**src/inc/lcdsa_cfg.svh**
```systemverilog
`ifndef LCDSA_CFG_SVH
`define LCDSA_CFG_SVH

// register indices; byte address on the bus is four times the index
`define LCDSA_IDX_S1_LO      6'h0C
`define LCDSA_IDX_S1_HI      6'h0D
`define LCDSA_IDX_S2_LO      6'h0E
`define LCDSA_IDX_S2_HI      6'h0F
`define LCDSA_IDX_S1_OVF     6'h10
`define LCDSA_IDX_OFFSET     6'h11
`define LCDSA_IDX_HGT_LO     6'h12
`define LCDSA_IDX_HGT_HI     6'h13
`define LCDSA_IDX_LUT_PTR    6'h15
`define LCDSA_IDX_LUT_DATA   6'h17
`define LCDSA_IDX_ROT_CTL    6'h1B
`define LCDSA_IDX_ROT_BYTES  6'h1C
`define LCDSA_IDX_PANEL_LO   6'h20
`define LCDSA_IDX_PANEL_HI   6'h21
`define LCDSA_IDX_LINE_WORDS 6'h22

// field positions
`define LCDSA_ROT_EN_BIT     7
`define LCDSA_OVF_BIT        0
`define LCDSA_LUT_MSB        7
`define LCDSA_LUT_LSB        4

// reset values
`define LCDSA_HGT_RST        10'h3FF
`define LCDSA_PANEL_RST      10'h0F0
`define LCDSA_WORDS_RST      8'h50

// bus encodings
`define LCDSA_ADDR_W         8
`define LCDSA_RESP_OK        2'h0
`define LCDSA_RESP_SLVERR    2'h2

`endif

```
**src/inc/lcdsa_pkg.sv**
```systemverilog
package lcdsa_pkg;
`include "lcdsa_cfg.svh"

	typedef enum logic [1:0] {LUT_RED, LUT_GREEN, LUT_BLUE} lcdsa_phase_t;

	typedef struct packed {
		logic                       awvalid;
		logic [`LCDSA_ADDR_W-1:0]   awaddr;
		logic                       wvalid;
		logic [31:0]                wdata;
		logic [3:0]                 wstrb;
		logic                       bready;
		logic                       arvalid;
		logic [`LCDSA_ADDR_W-1:0]   araddr;
		logic                       rready;
	} lcdsa_axi_req_t;

	typedef struct packed {
		logic        awready;
		logic        wready;
		logic        bvalid;
		logic [1:0]  bresp;
		logic        arready;
		logic        rvalid;
		logic [31:0] rdata;
		logic [1:0]  rresp;
	} lcdsa_axi_rsp_t;

	typedef struct packed {
		logic [16:0] addr;
		logic [9:0]  line;
		logic        screen2;
		logic        rotated;
	} lcdsa_line_t;

	localparam lcdsa_axi_rsp_t LCDSA_RSP_RST = '{awready: 1'b1,
		wready: 1'b1, arready: 1'b1, default: '0};

endpackage : lcdsa_pkg

```
**src/core/lcdsa_lut_mem.sv**
```systemverilog
`timescale 1ns/100ps
module lcdsa_lut_mem (
	input  wire logic        core_clk,
	input  wire logic        nrst,
	input  wire logic        ce,
	input  wire logic        wrEn,
	input  wire logic [7:0]  wrAddr,
	input  wire logic [11:0] wrData,
	input  wire logic [7:0]  rdAddr,
	output logic      [11:0] rdData
);
	logic [11:0] mem [0:255];
	logic [11:0] next_rdData;

	always_comb begin
		next_rdData = mem[rdAddr];
	end

	// storage has no reset; software loads the palette before use
	always_ff @(posedge core_clk) begin
		if (ce && wrEn) begin
			mem[wrAddr] <= wrData;
		end
	end

	always_ff @(posedge core_clk or negedge nrst) begin
		if (!nrst) begin
			rdData <= 12'h000;
		end else if (ce) begin
			rdData <= next_rdData;
		end
	end
endmodule : lcdsa_lut_mem

```
**src/core/lcdsa_axil_slave.sv**
```systemverilog
`timescale 1ns/100ps
`include "lcdsa_cfg.svh"
module lcdsa_axil_slave (
	input  wire logic                      core_clk,
	input  wire logic                      nrst,
	input  wire logic                      ce,
	input  wire lcdsa_pkg::lcdsa_axi_req_t axiReq,
	output lcdsa_pkg::lcdsa_axi_rsp_t      axiRsp,
	output logic                           wrReq,
	output logic [5:0]                     wrIdx,
	output logic [31:0]                    wrData,
	output logic [3:0]                     wrStrb,
	input  wire logic                      wrErr,
	output logic                           rdReq,
	output logic [5:0]                     rdIdx,
	input  wire logic [31:0]               rdData,
	input  wire logic                      rdErr
);
	lcdsa_pkg::lcdsa_axi_rsp_t rsp, next_rsp;
	logic        awHeld, next_awHeld, wHeld, next_wHeld;
	logic        arHeld, next_arHeld;
	logic [7:0]  awAddr, next_awAddr, arAddr, next_arAddr;
	logic [31:0] wData, next_wData;
	logic [3:0]  wStrb, next_wStrb;

	assign axiRsp = rsp;
	assign wrReq  = ce & awHeld & wHeld & ~rsp.bvalid;
	assign rdReq  = ce & arHeld & ~rsp.rvalid;
	assign wrIdx  = awAddr[7:2];
	assign rdIdx  = arAddr[7:2];
	assign wrData = wData;
	assign wrStrb = wStrb;

	always_comb begin
		next_rsp    = rsp;
		next_awHeld = awHeld;
		next_wHeld  = wHeld;
		next_arHeld = arHeld;
		next_awAddr = awAddr;
		next_arAddr = arAddr;
		next_wData  = wData;
		next_wStrb  = wStrb;
		// address and data are taken independently, in either order
		if (axiReq.awvalid && rsp.awready) begin
			next_awHeld     = 1'b1;
			next_awAddr     = axiReq.awaddr;
			next_rsp.awready = 1'b0;
		end
		if (axiReq.wvalid && rsp.wready) begin
			next_wHeld      = 1'b1;
			next_wData      = axiReq.wdata;
			next_wStrb      = axiReq.wstrb;
			next_rsp.wready = 1'b0;
		end
		if (wrReq) begin
			next_awHeld    = 1'b0;
			next_wHeld     = 1'b0;
			next_rsp.bvalid = 1'b1;
			next_rsp.bresp = wrErr ? `LCDSA_RESP_SLVERR : `LCDSA_RESP_OK;
		end
		if (rsp.bvalid && axiReq.bready) begin
			next_rsp.bvalid  = 1'b0;
			next_rsp.awready = 1'b1;
			next_rsp.wready  = 1'b1;
		end
		if (axiReq.arvalid && rsp.arready) begin
			next_arHeld      = 1'b1;
			next_arAddr      = axiReq.araddr;
			next_rsp.arready = 1'b0;
		end
		if (rdReq) begin
			next_arHeld    = 1'b0;
			next_rsp.rvalid = 1'b1;
			next_rsp.rdata = rdData;
			next_rsp.rresp = rdErr ? `LCDSA_RESP_SLVERR : `LCDSA_RESP_OK;
		end
		if (rsp.rvalid && axiReq.rready) begin
			next_rsp.rvalid  = 1'b0;
			next_rsp.arready = 1'b1;
		end
	end

	always_ff @(posedge core_clk or negedge nrst) begin
		if (!nrst) begin
			rsp    <= lcdsa_pkg::LCDSA_RSP_RST;
			awHeld <= 1'b0;
			wHeld  <= 1'b0;
			arHeld <= 1'b0;
			awAddr <= 8'h00;
			arAddr <= 8'h00;
			wData  <= 32'h0000_0000;
			wStrb  <= 4'h0;
		end else if (ce) begin
			rsp    <= next_rsp;
			awHeld <= next_awHeld;
			wHeld  <= next_wHeld;
			arHeld <= next_arHeld;
			awAddr <= next_awAddr;
			arAddr <= next_arAddr;
			wData  <= next_wData;
			wStrb  <= next_wStrb;
		end
	end
endmodule : lcdsa_axil_slave

```
**src/core/lcdsa_top.sv**
```systemverilog
// The AXI4-Lite register port was decided locally.
`timescale 1ns/100ps
`include "lcdsa_cfg.svh"
module lcdsa_top (
	input  wire logic                      core_clk,
	input  wire logic                      nrst,
	input  wire logic                      ce,
	input  wire lcdsa_pkg::lcdsa_axi_req_t axiReq,
	output lcdsa_pkg::lcdsa_axi_rsp_t      axiRsp,
	input  wire logic                      frameStart,
	input  wire logic                      lineNext,
	output lcdsa_pkg::lcdsa_line_t         lineOut
);
	logic        wrReq, wrErr, rdReq, rdErr;
	logic [5:0]  wrIdx, rdIdx;
	logic [31:0] wrData, rdData;
	logic [3:0]  wrStrb;
	logic [7:0]  s1Lo, s1Hi, s2Lo, s2Hi, offsetWords, hgtLo;
	logic [7:0]  next_s1Lo, next_s1Hi, next_s2Lo, next_s2Hi;
	logic [7:0]  next_offsetWords, next_hgtLo;
	logic [1:0]  hgtHi, next_hgtHi;
	logic        s1Ovf, next_s1Ovf, rotEn, next_rotEn;
	logic [7:0]  rotBytes, next_rotBytes, lineWords, next_lineWords;
	logic [9:0]  panelLines, next_panelLines, heightVal;
	logic [7:0]  lutPtr, next_lutPtr;
	logic [3:0]  redHold, next_redHold, greenHold, next_greenHold;
	logic        lutWrEn;
	logic [11:0] lutWrData, lutQ;
	logic        dataWr, dataRd, splitHere;
	logic [16:0] s1Addr;
	lcdsa_pkg::lcdsa_phase_t lutPhase, next_lutPhase;
	lcdsa_pkg::lcdsa_line_t  next_lineOut;

	lcdsa_axil_slave busPort (
		.core_clk (core_clk),
		.nrst     (nrst),
		.ce       (ce),
		.axiReq   (axiReq),
		.axiRsp   (axiRsp),
		.wrReq    (wrReq),
		.wrIdx    (wrIdx),
		.wrData   (wrData),
		.wrStrb   (wrStrb),
		.wrErr    (wrErr),
		.rdReq    (rdReq),
		.rdIdx    (rdIdx),
		.rdData   (rdData),
		.rdErr    (rdErr)
	);

	lcdsa_lut_mem palette (
		.core_clk (core_clk),
		.nrst     (nrst),
		.ce       (ce),
		.wrEn     (lutWrEn),
		.wrAddr   (lutPtr),
		.wrData   (lutWrData),
		.rdAddr   (lutPtr),
		.rdData   (lutQ)
	);

	assign heightVal = {hgtHi, hgtLo};
	assign dataWr = wrReq && wrStrb[0] && wrIdx == `LCDSA_IDX_LUT_DATA;
	assign dataRd = rdReq && rdIdx == `LCDSA_IDX_LUT_DATA;
	// the three colours land together, so a half-written entry never shows
	assign lutWrData = {redHold, greenHold,
		wrData[`LCDSA_LUT_MSB:`LCDSA_LUT_LSB]};

	// register writes and palette pointer
	always_comb begin
		next_s1Lo       = s1Lo;
		next_s1Hi       = s1Hi;
		next_s2Lo       = s2Lo;
		next_s2Hi       = s2Hi;
		next_s1Ovf      = s1Ovf;
		next_offsetWords = offsetWords;
		next_hgtLo      = hgtLo;
		next_hgtHi      = hgtHi;
		next_rotEn      = rotEn;
		next_rotBytes   = rotBytes;
		next_panelLines = panelLines;
		next_lineWords  = lineWords;
		next_lutPtr     = lutPtr;
		next_lutPhase   = lutPhase;
		next_redHold    = redHold;
		next_greenHold  = greenHold;
		lutWrEn         = 1'b0;
		wrErr           = 1'b0;
		if (wrReq) begin
			case (wrIdx)
			`LCDSA_IDX_S1_LO, `LCDSA_IDX_S1_HI, `LCDSA_IDX_S2_LO,
			`LCDSA_IDX_S2_HI, `LCDSA_IDX_S1_OVF, `LCDSA_IDX_OFFSET,
			`LCDSA_IDX_HGT_LO, `LCDSA_IDX_HGT_HI, `LCDSA_IDX_LUT_PTR,
			`LCDSA_IDX_LUT_DATA, `LCDSA_IDX_ROT_CTL,
			`LCDSA_IDX_ROT_BYTES, `LCDSA_IDX_PANEL_LO,
			`LCDSA_IDX_PANEL_HI, `LCDSA_IDX_LINE_WORDS: wrErr = 1'b0;
			default: wrErr = 1'b1;
			endcase
		end
		if (wrReq && wrStrb[0]) begin
			case (wrIdx)
			`LCDSA_IDX_S1_LO: next_s1Lo = wrData[7:0];
			`LCDSA_IDX_S1_HI: next_s1Hi = wrData[7:0];
			`LCDSA_IDX_S2_LO: next_s2Lo = wrData[7:0];
			`LCDSA_IDX_S2_HI: next_s2Hi = wrData[7:0];
			`LCDSA_IDX_S1_OVF: next_s1Ovf = wrData[`LCDSA_OVF_BIT];
			`LCDSA_IDX_OFFSET: next_offsetWords = wrData[7:0];
			`LCDSA_IDX_HGT_LO: next_hgtLo = wrData[7:0];
			`LCDSA_IDX_HGT_HI: next_hgtHi = wrData[1:0];
			`LCDSA_IDX_ROT_CTL: next_rotEn = wrData[`LCDSA_ROT_EN_BIT];
			`LCDSA_IDX_ROT_BYTES: next_rotBytes = wrData[7:0];
			`LCDSA_IDX_PANEL_LO: next_panelLines[7:0] = wrData[7:0];
			`LCDSA_IDX_PANEL_HI: next_panelLines[9:8] = wrData[1:0];
			`LCDSA_IDX_LINE_WORDS: next_lineWords = wrData[7:0];
			`LCDSA_IDX_LUT_PTR: begin
				next_lutPtr   = wrData[7:0];
				next_lutPhase = lcdsa_pkg::LUT_RED;
			end
			default: next_lutPtr = lutPtr;
			endcase
		end
		// a data write and a data read in one cycle advance the phase twice
		if (dataWr) begin
			case (next_lutPhase)
			lcdsa_pkg::LUT_RED: begin
				next_redHold  = wrData[`LCDSA_LUT_MSB:`LCDSA_LUT_LSB];
				next_lutPhase = lcdsa_pkg::LUT_GREEN;
			end
			lcdsa_pkg::LUT_GREEN: begin
				next_greenHold = wrData[`LCDSA_LUT_MSB:`LCDSA_LUT_LSB];
				next_lutPhase  = lcdsa_pkg::LUT_BLUE;
			end
			default: begin
				lutWrEn       = 1'b1;
				next_lutPtr   = next_lutPtr + 8'h01;
				next_lutPhase = lcdsa_pkg::LUT_RED;
			end
			endcase
		end
		if (dataRd) begin
			case (next_lutPhase)
			lcdsa_pkg::LUT_RED: next_lutPhase = lcdsa_pkg::LUT_GREEN;
			lcdsa_pkg::LUT_GREEN: next_lutPhase = lcdsa_pkg::LUT_BLUE;
			default: begin
				next_lutPtr   = next_lutPtr + 8'h01;
				next_lutPhase = lcdsa_pkg::LUT_RED;
			end
			endcase
		end
	end

	// read mux; unused bits stay zero
	always_comb begin
		rdData = 32'h0000_0000;
		rdErr  = 1'b0;
		case (rdIdx)
		`LCDSA_IDX_S1_LO: rdData[7:0] = s1Lo;
		`LCDSA_IDX_S1_HI: rdData[7:0] = s1Hi;
		`LCDSA_IDX_S2_LO: rdData[7:0] = s2Lo;
		`LCDSA_IDX_S2_HI: rdData[7:0] = s2Hi;
		`LCDSA_IDX_S1_OVF: rdData[`LCDSA_OVF_BIT] = s1Ovf;
		`LCDSA_IDX_OFFSET: rdData[7:0] = offsetWords;
		`LCDSA_IDX_HGT_LO: rdData[7:0] = hgtLo;
		`LCDSA_IDX_HGT_HI: rdData[1:0] = hgtHi;
		`LCDSA_IDX_LUT_PTR: rdData[7:0] = lutPtr;
		`LCDSA_IDX_ROT_CTL: rdData[`LCDSA_ROT_EN_BIT] = rotEn;
		`LCDSA_IDX_ROT_BYTES: rdData[7:0] = rotBytes;
		`LCDSA_IDX_PANEL_LO: rdData[7:0] = panelLines[7:0];
		`LCDSA_IDX_PANEL_HI: rdData[1:0] = panelLines[9:8];
		`LCDSA_IDX_LINE_WORDS: rdData[7:0] = lineWords;
		`LCDSA_IDX_LUT_DATA: begin
			case (lutPhase)
			lcdsa_pkg::LUT_RED:
				rdData[`LCDSA_LUT_MSB:`LCDSA_LUT_LSB] = lutQ[11:8];
			lcdsa_pkg::LUT_GREEN:
				rdData[`LCDSA_LUT_MSB:`LCDSA_LUT_LSB] = lutQ[7:4];
			default: rdData[`LCDSA_LUT_MSB:`LCDSA_LUT_LSB] = lutQ[3:0];
			endcase
		end
		default: rdErr = 1'b1;
		endcase
	end

	// line address generation
	assign s1Addr = rotEn ? {s1Ovf, s1Hi, s1Lo} : {1'b0, s1Hi, s1Lo};
	// split never applies to a frame fetched rotated
	assign splitHere = !lineOut.rotated && lineOut.line == heightVal
		&& heightVal < panelLines;
	always_comb begin
		next_lineOut = lineOut;
		if (frameStart) begin
			// mode is latched per frame so a mid-frame write cannot tear it
			next_lineOut.addr    = s1Addr;
			next_lineOut.line    = 10'h000;
			next_lineOut.screen2 = 1'b0;
			next_lineOut.rotated = rotEn;
		end else if (lineNext) begin
			next_lineOut.line = lineOut.line + 10'h001;
			if (splitHere) begin
				next_lineOut.addr    = {1'b0, s2Hi, s2Lo};
				next_lineOut.screen2 = 1'b1;
			end else if (lineOut.rotated) begin
				next_lineOut.addr = lineOut.addr + {9'h000, rotBytes};
			end else begin
				next_lineOut.addr = lineOut.addr + {9'h000, lineWords}
					+ {9'h000, offsetWords};
			end
		end
	end

	always_ff @(posedge core_clk or negedge nrst) begin
		if (!nrst) begin
			s1Lo        <= 8'h00;
			s1Hi        <= 8'h00;
			s2Lo        <= 8'h00;
			s2Hi        <= 8'h00;
			s1Ovf       <= 1'b0;
			offsetWords <= 8'h00;
			hgtLo       <= 8'(`LCDSA_HGT_RST);
			hgtHi       <= 2'(`LCDSA_HGT_RST >> 8);
			rotEn       <= 1'b0;
			rotBytes    <= 8'h00;
			panelLines  <= `LCDSA_PANEL_RST;
			lineWords   <= `LCDSA_WORDS_RST;
			lutPtr      <= 8'h00;
			lutPhase    <= lcdsa_pkg::LUT_RED;
			redHold     <= 4'h0;
			greenHold   <= 4'h0;
			lineOut     <= '0;
		end else if (ce) begin
			s1Lo        <= next_s1Lo;
			s1Hi        <= next_s1Hi;
			s2Lo        <= next_s2Lo;
			s2Hi        <= next_s2Hi;
			s1Ovf       <= next_s1Ovf;
			offsetWords <= next_offsetWords;
			hgtLo       <= next_hgtLo;
			hgtHi       <= next_hgtHi;
			rotEn       <= next_rotEn;
			rotBytes    <= next_rotBytes;
			panelLines  <= next_panelLines;
			lineWords   <= next_lineWords;
			lutPtr      <= next_lutPtr;
			lutPhase    <= next_lutPhase;
			redHold     <= next_redHold;
			greenHold   <= next_greenHold;
			lineOut     <= next_lineOut;
		end
	end
endmodule : lcdsa_top

```
**config.mk**
```make
export PLATFORM = sky130hd
export DESIGN_NAME = lcdsa_top
export DESIGN_NICKNAME = d
export VERILOG_FILES = /design/src/inc/lcdsa_pkg.sv /design/src/core/lcdsa_lut_mem.sv /design/src/core/lcdsa_axil_slave.sv /design/src/core/lcdsa_top.sv
export VERILOG_INCLUDE_DIRS = /design/src /design/src/inc
export SDC_FILE = /design/constraint.sdc
export NUM_CORES = 2
export LEC_CHECK = 0
export BUFFER_PORTS_ARGS = -buffer_cell sky130_fd_sc_hd__buf_4
export CAP_MARGIN = 10
export CORE_ASPECT_RATIO = 0.7
export CORE_MARGIN = 5
export CORE_UTILIZATION = 40
export DETAILED_ROUTE_END_ITERATION = 10
export SYNTH_ARGS = -nofsm -noshare
export SYNTH_HDL_FRONTEND = slang
export SYNTH_HIERARCHICAL = 1
export SYNTH_SLANG_ARGS = --single-unit
```
**constraint.sdc**
```tcl
create_clock -name core_clk -period 14.9 [get_ports core_clk]
set_input_delay 0.745 -clock core_clk [delete_from_list [all_inputs] [get_ports core_clk]]
set_output_delay 0.745 -clock core_clk [all_outputs]
set_load 0.02 [all_outputs]
```
Word level (Yosys, flattened, before mapping)
Memories as Yosys holds them, arrays and structs flattened. A register that Yosys moved wholly into a read port is not among the register bits.
Cells that the tools add are included.
{ "word_totals": {"out_inout_bits": 70, "ramBits": 3072, "register_bits": 170, "latchBits": 0, "memories": 2, "word_cells": 190, "rom_bits": 64} }
{ "classes": {"eq_ne": 34, "addsub": 6, "shift": 0, "n_reduce_logical": 60, "multipliers": 0, "bitwise_logic": 7, "n_div": 0, "muxes": 44, "order_cmp": 1} }
{ "mem_list": {"columns": ["memory", "words", "word_bits", "rd", "rd_clocked_by_memory_dff", "wr", "line", "text"], "rows": [
  ["palette.mem", 256, 12, 1, 1, 1, "lcdsa_lut_mem.sv:12", "logic [11:0] mem [0:255];"],
  ["(no name shown)", 64, 1, 1, 0, 0, "lcdsa_top.sv:90", "case (wrIdx)"]
]} }
{ "ops": {"columns": ["operator", "n"], "rows": [
  ["6-bit by 5-bit equality test with 1-bit output, second input constant", 16],
  ["28-bit two-way mux", 2],
  ["17-bit by 8-bit adder with 17-bit output", 3],
  ["17-bit two-way mux", 3],
  ["6-bit by 4-bit equality test with 1-bit output, second input constant", 8],
  ["8-bit two-way mux", 6],
  ["3-bit AND reduction", 16],
  ["6-bit equality test, second input constant", 6],
  ["35-bit two-way mux", 1],
  ["3-bit case mux with 11 select lines", 1],
  ["2-bit AND reduction", 15],
  ["1-bit case mux with 12 select lines", 2],
  ["2-bit case mux with 10 select lines", 1],
  ["2-bit nonzero test", 10],
  ["8-bit by 1-bit adder with 8-bit output, second input constant", 2],
  ["1-bit two-way mux", 15],
  ["15-bit OR reduction", 1],
  ["2-bit two-way mux", 7],
  ["1-bit case mux with 13 select lines", 1],
  ["1-bit logical AND", 11],
  ["10-bit by 1-bit adder with 10-bit output, second input constant", 1],
  ["10-bit equality test", 1],
  ["10-bit < comparator", 1],
  ["2-bit case mux with 2 select lines", 2],
  ["other kinds (8)", 20]
]} }

Longest topological paths before layout
{ "depth": {"word_depth": 12, "ltp_mapped": 13} }

By module
Netlist, hierarchy kept.
{ "modules_own_cells": {"columns": ["mod", "instances", "area_per_inst_um2", "cells_each", "seq_area_each_um2"], "rows": [
  ["lcdsa_lut_mem", 1, 120191.5, 5869, 92548.8],
  ["lcdsa_top", 1, 8245.4, 861, 3148.0],
  ["lcdsa_axil_slave", 1, 3524.6, 205, 2255.9]
]} }

Worst setup path before layout
No wires, ideal clock.
{ "synth_path": {"kind": "register to register", "start": "register busPort.wData[5], in the netlist busPort/wrData[5]", "end": "register lutPtr[6]", "setup_slack_ns": 10.229, "path_buffers": 0, "arrival_ns": 4.535, "path_stages_with_launch": 5, "cell_sequence": "dfrtp_1 -> mux2i_1 -> nor3b_1 -> o32a_1 -> o21ai_0"} }
{ "synth_between": {"elab_chain_len": 8} }
{ "synth_rtl": {"columns": ["item", "line", "text"], "rows": [
  ["start: declaration", "lcdsa_axil_slave.sv:23", "logic [31:0] wData, next_wData;"],
  ["start signal: assignment", "lcdsa_axil_slave.sv:100", "wData <= next_wData;"],
  ["8-bit two-way mux (*)", "lcdsa_top.sv:101", "case (wrIdx)"],
  ["8-bit two-way mux (*)", "lcdsa_top.sv:100", "if (wrReq && wrStrb[0]) begin"],
  ["8-bit by 1-bit adder with 8-bit output", "lcdsa_top.sv:135", "next_lutPtr = next_lutPtr + 8'h01;"],
  ["8-bit two-way mux", "lcdsa_top.sv:124", "case (next_lutPhase)"],
  ["8-bit two-way mux (*)", "lcdsa_top.sv:123", "if (dataWr) begin"],
  ["8-bit by 1-bit adder with 8-bit output", "lcdsa_top.sv:145", "next_lutPtr = next_lutPtr + 8'h01;"],
  ["8-bit two-way mux", "lcdsa_top.sv:141", "case (next_lutPhase)"],
  ["8-bit two-way mux (*)", "lcdsa_top.sv:140", "if (dataRd) begin"],
  ["end signal: assignment", "lcdsa_top.sv:243", "lutPtr <= next_lutPtr;"],
  ["end: declaration", "lcdsa_top.sv:25", "logic [7:0] lutPtr, next_lutPtr;"]
]} }
Mark *: on every way between the ends. The rest lies on a longest branch, timed or not.
A chain may end at the register's enable or synchronous reset.

==> out/qor.txt <==
cells on worst reg2reg path = 12
final wirelength = 351 mm
RSZ-0062 raised after global routing = no
FP Rows = 175
commonest non-fill, non-tap cells in the layout = 3072 x edfxtp_1, 541 x mux2i_1, 468 x mux4_2, 425 x buf_4, 357 x nand2_1
final worst setup slack = 8400 ps
Worst Setup SP = lutPtr[0]
Final ANT Viol Nets = 0
antenna violations before repair = 17
Post-CTS Setup Bufs = 0
initial DRC count = 8996
clock skew = 60.1 ps
share of post-route cells with drive strength above 1 = 20.7%
Worst setup SP type = flip-flop
element type at the critical path end = flip-flop
Worst-path clk slew = 70 ps
commonest non-fill, non-tap cell in the layout = edfxtp_1
H-tree depth = 5
drt first pass iters = 6
Worst-Skew Late Latency = 870 ps
relative slew slack = 7.87%
Starting Density = 40.3%
Max clock buf depth = 4
nets = 7336
largest net degree at the start of global routing = 217
status = finished, final reports clean
port buffer count = 98
pre-CTS setup slack = 8520 ps
setup TNS = 0 ps
synthesized area = 131000 µm²
Worst-Margin Slew = 1380 ps
GR Overflow Total = 0
CP endpoint = palette/rdData[9]
crit share post-route = 43.6%
full die area = 339000 µm²
Clock Tree Root = clkbuf_16
Worst Path Required = 15560 ps
# fillers = 27700
CTS tree = done
Residual DRC = 0
# clock sinks = 3272
Area Growth Syn to Fin = 11.5%
post-DR wirelength/cell = 29.7 µm
Hold-fix buffers, CTS = 1
WS Path Type = reg -> reg
number of synthesis warnings = 6
worst r2r src = lutPtr[0]
critical path arrival = 7160 ps
Max-cap violations = 0
worst min-delay path class = in -> reg
Final Power = 22.2 mW
post-DP HPWL = 213 mm
GP Congestion = 0.916
Num CTS Buffers = 296
Total GRT Usage = 20.2%
first-pass GRT wire length = 498 mm
Final setup viols = 0
Final Hold Vio Count = 0
P_leak = 44.1 nW
routed vias/inst = 5.89
Die H = 489 µm
crit path max fanout = 49
final core utilization = 44.9%
FF-to-FF setup slack = 8400 ps
peak supply drop = 0.121 mV
CORE AREA = 325000 µm²
Cell Pwr Density = 152 nW/µm²
Hold WS = 85.1 ps
minimum clock period = 6500 ps
# IOs = 132
cts repair resizes = 0
Die W = 694 µm
Post-Syn Instances = 6880
number of global-route vias before repair = 66700
vias = 69400
worst flop-to-flop path endpoint = palette/rdData[9]
Mean Syn Cell Area = 19.0 µm²
Pins Over Slew Limit = 0
Max Freq = 154 MHz
[through the flow]
| step | cell area, µm² | instances |
|---|---|---|
| CTS | 146000 | 11800 |
| finish | 146000 | 11800 |
| global route | 146000 | 11800 |
| floorplan | 131000 | 6904 |
| global placement | 137000 | 11200 |
| detailed placement | 137000 | 11200 |
[power by group]
part | internal (mW) | switching [mW]
Sequential | 10.5 | 0.294
Clock | 3.99 | 3.30
Combinational | 1.47 | 2.60
Total | 16.0 | 6.20
[state kept, by name, indices dropped and copies added (netlist names), 4 cells and up]
name / cells
busPort/arAddr: 6
busPort/awAddr: 6
busPort/axiRsp: 39
busPort/wrData: 8
greenHold: 4
hgtLo: 8
lineOut: 29
lineWords: 8
lutPtr: 8
offsetWords: 8
palette/mem: 3072
palette/rdData: 12
panelLines: 10
redHold: 4
rotBytes: 8
s1Hi: 8
s1Lo: 8
s2Hi: 8
s2Lo: 8
[routing by layer]
layer  up-vias  global-route usage (%)  wire [µm]
li1      28800                       -          -
met1     36900                    30.9     153000
met3       445                    5.24      38200
met5         -                  0.0561         34
met2      3339                    28.9     151000
met4         6                    4.78       8210
[worst max-delay path, stage by stage, from the launching register on]
cell       delay, ps
dfrtp_4          880
buf_4            530
buf_4            640
buf_4            820
mux4_2           590
nand2_1          130
a21oi_1          140
a2111oi_0        990
buf_4            280
a2111oi_1         70
buf_2            230
a32oi_1          640
o31ai_1          260
[area by class of cell]
type                    count  area [µm²]  area share [%]
well taps                4336        5430            3.71
clock inverters           127         967           0.662
flip-flops and latches   3272       97300            66.7
clock buffers             377        7980            5.47
diodes                      9        22.5          0.0154
repair buffers            449        3530            2.42
inverters                  49         191           0.131
multi-input cells        3169       30600            20.9
[how the worst min path moves through the flow]
stage               cells past startpoint               start                 end
floorplan                               0                nrst   busPort/arAddr[2]
global placement                        2  palette/rdData[11]  palette/rdData[11]
detailed placement                      2  palette/rdData[11]  palette/rdData[11]
CTS                                     2          axiReq[10]  busPort/axiRsp[38]
global route                            2          axiReq[10]  busPort/axiRsp[38]
finish                                  2          axiReq[10]  busPort/axiRsp[38]
No activity file was read; power rests on OpenSTA's default activity.
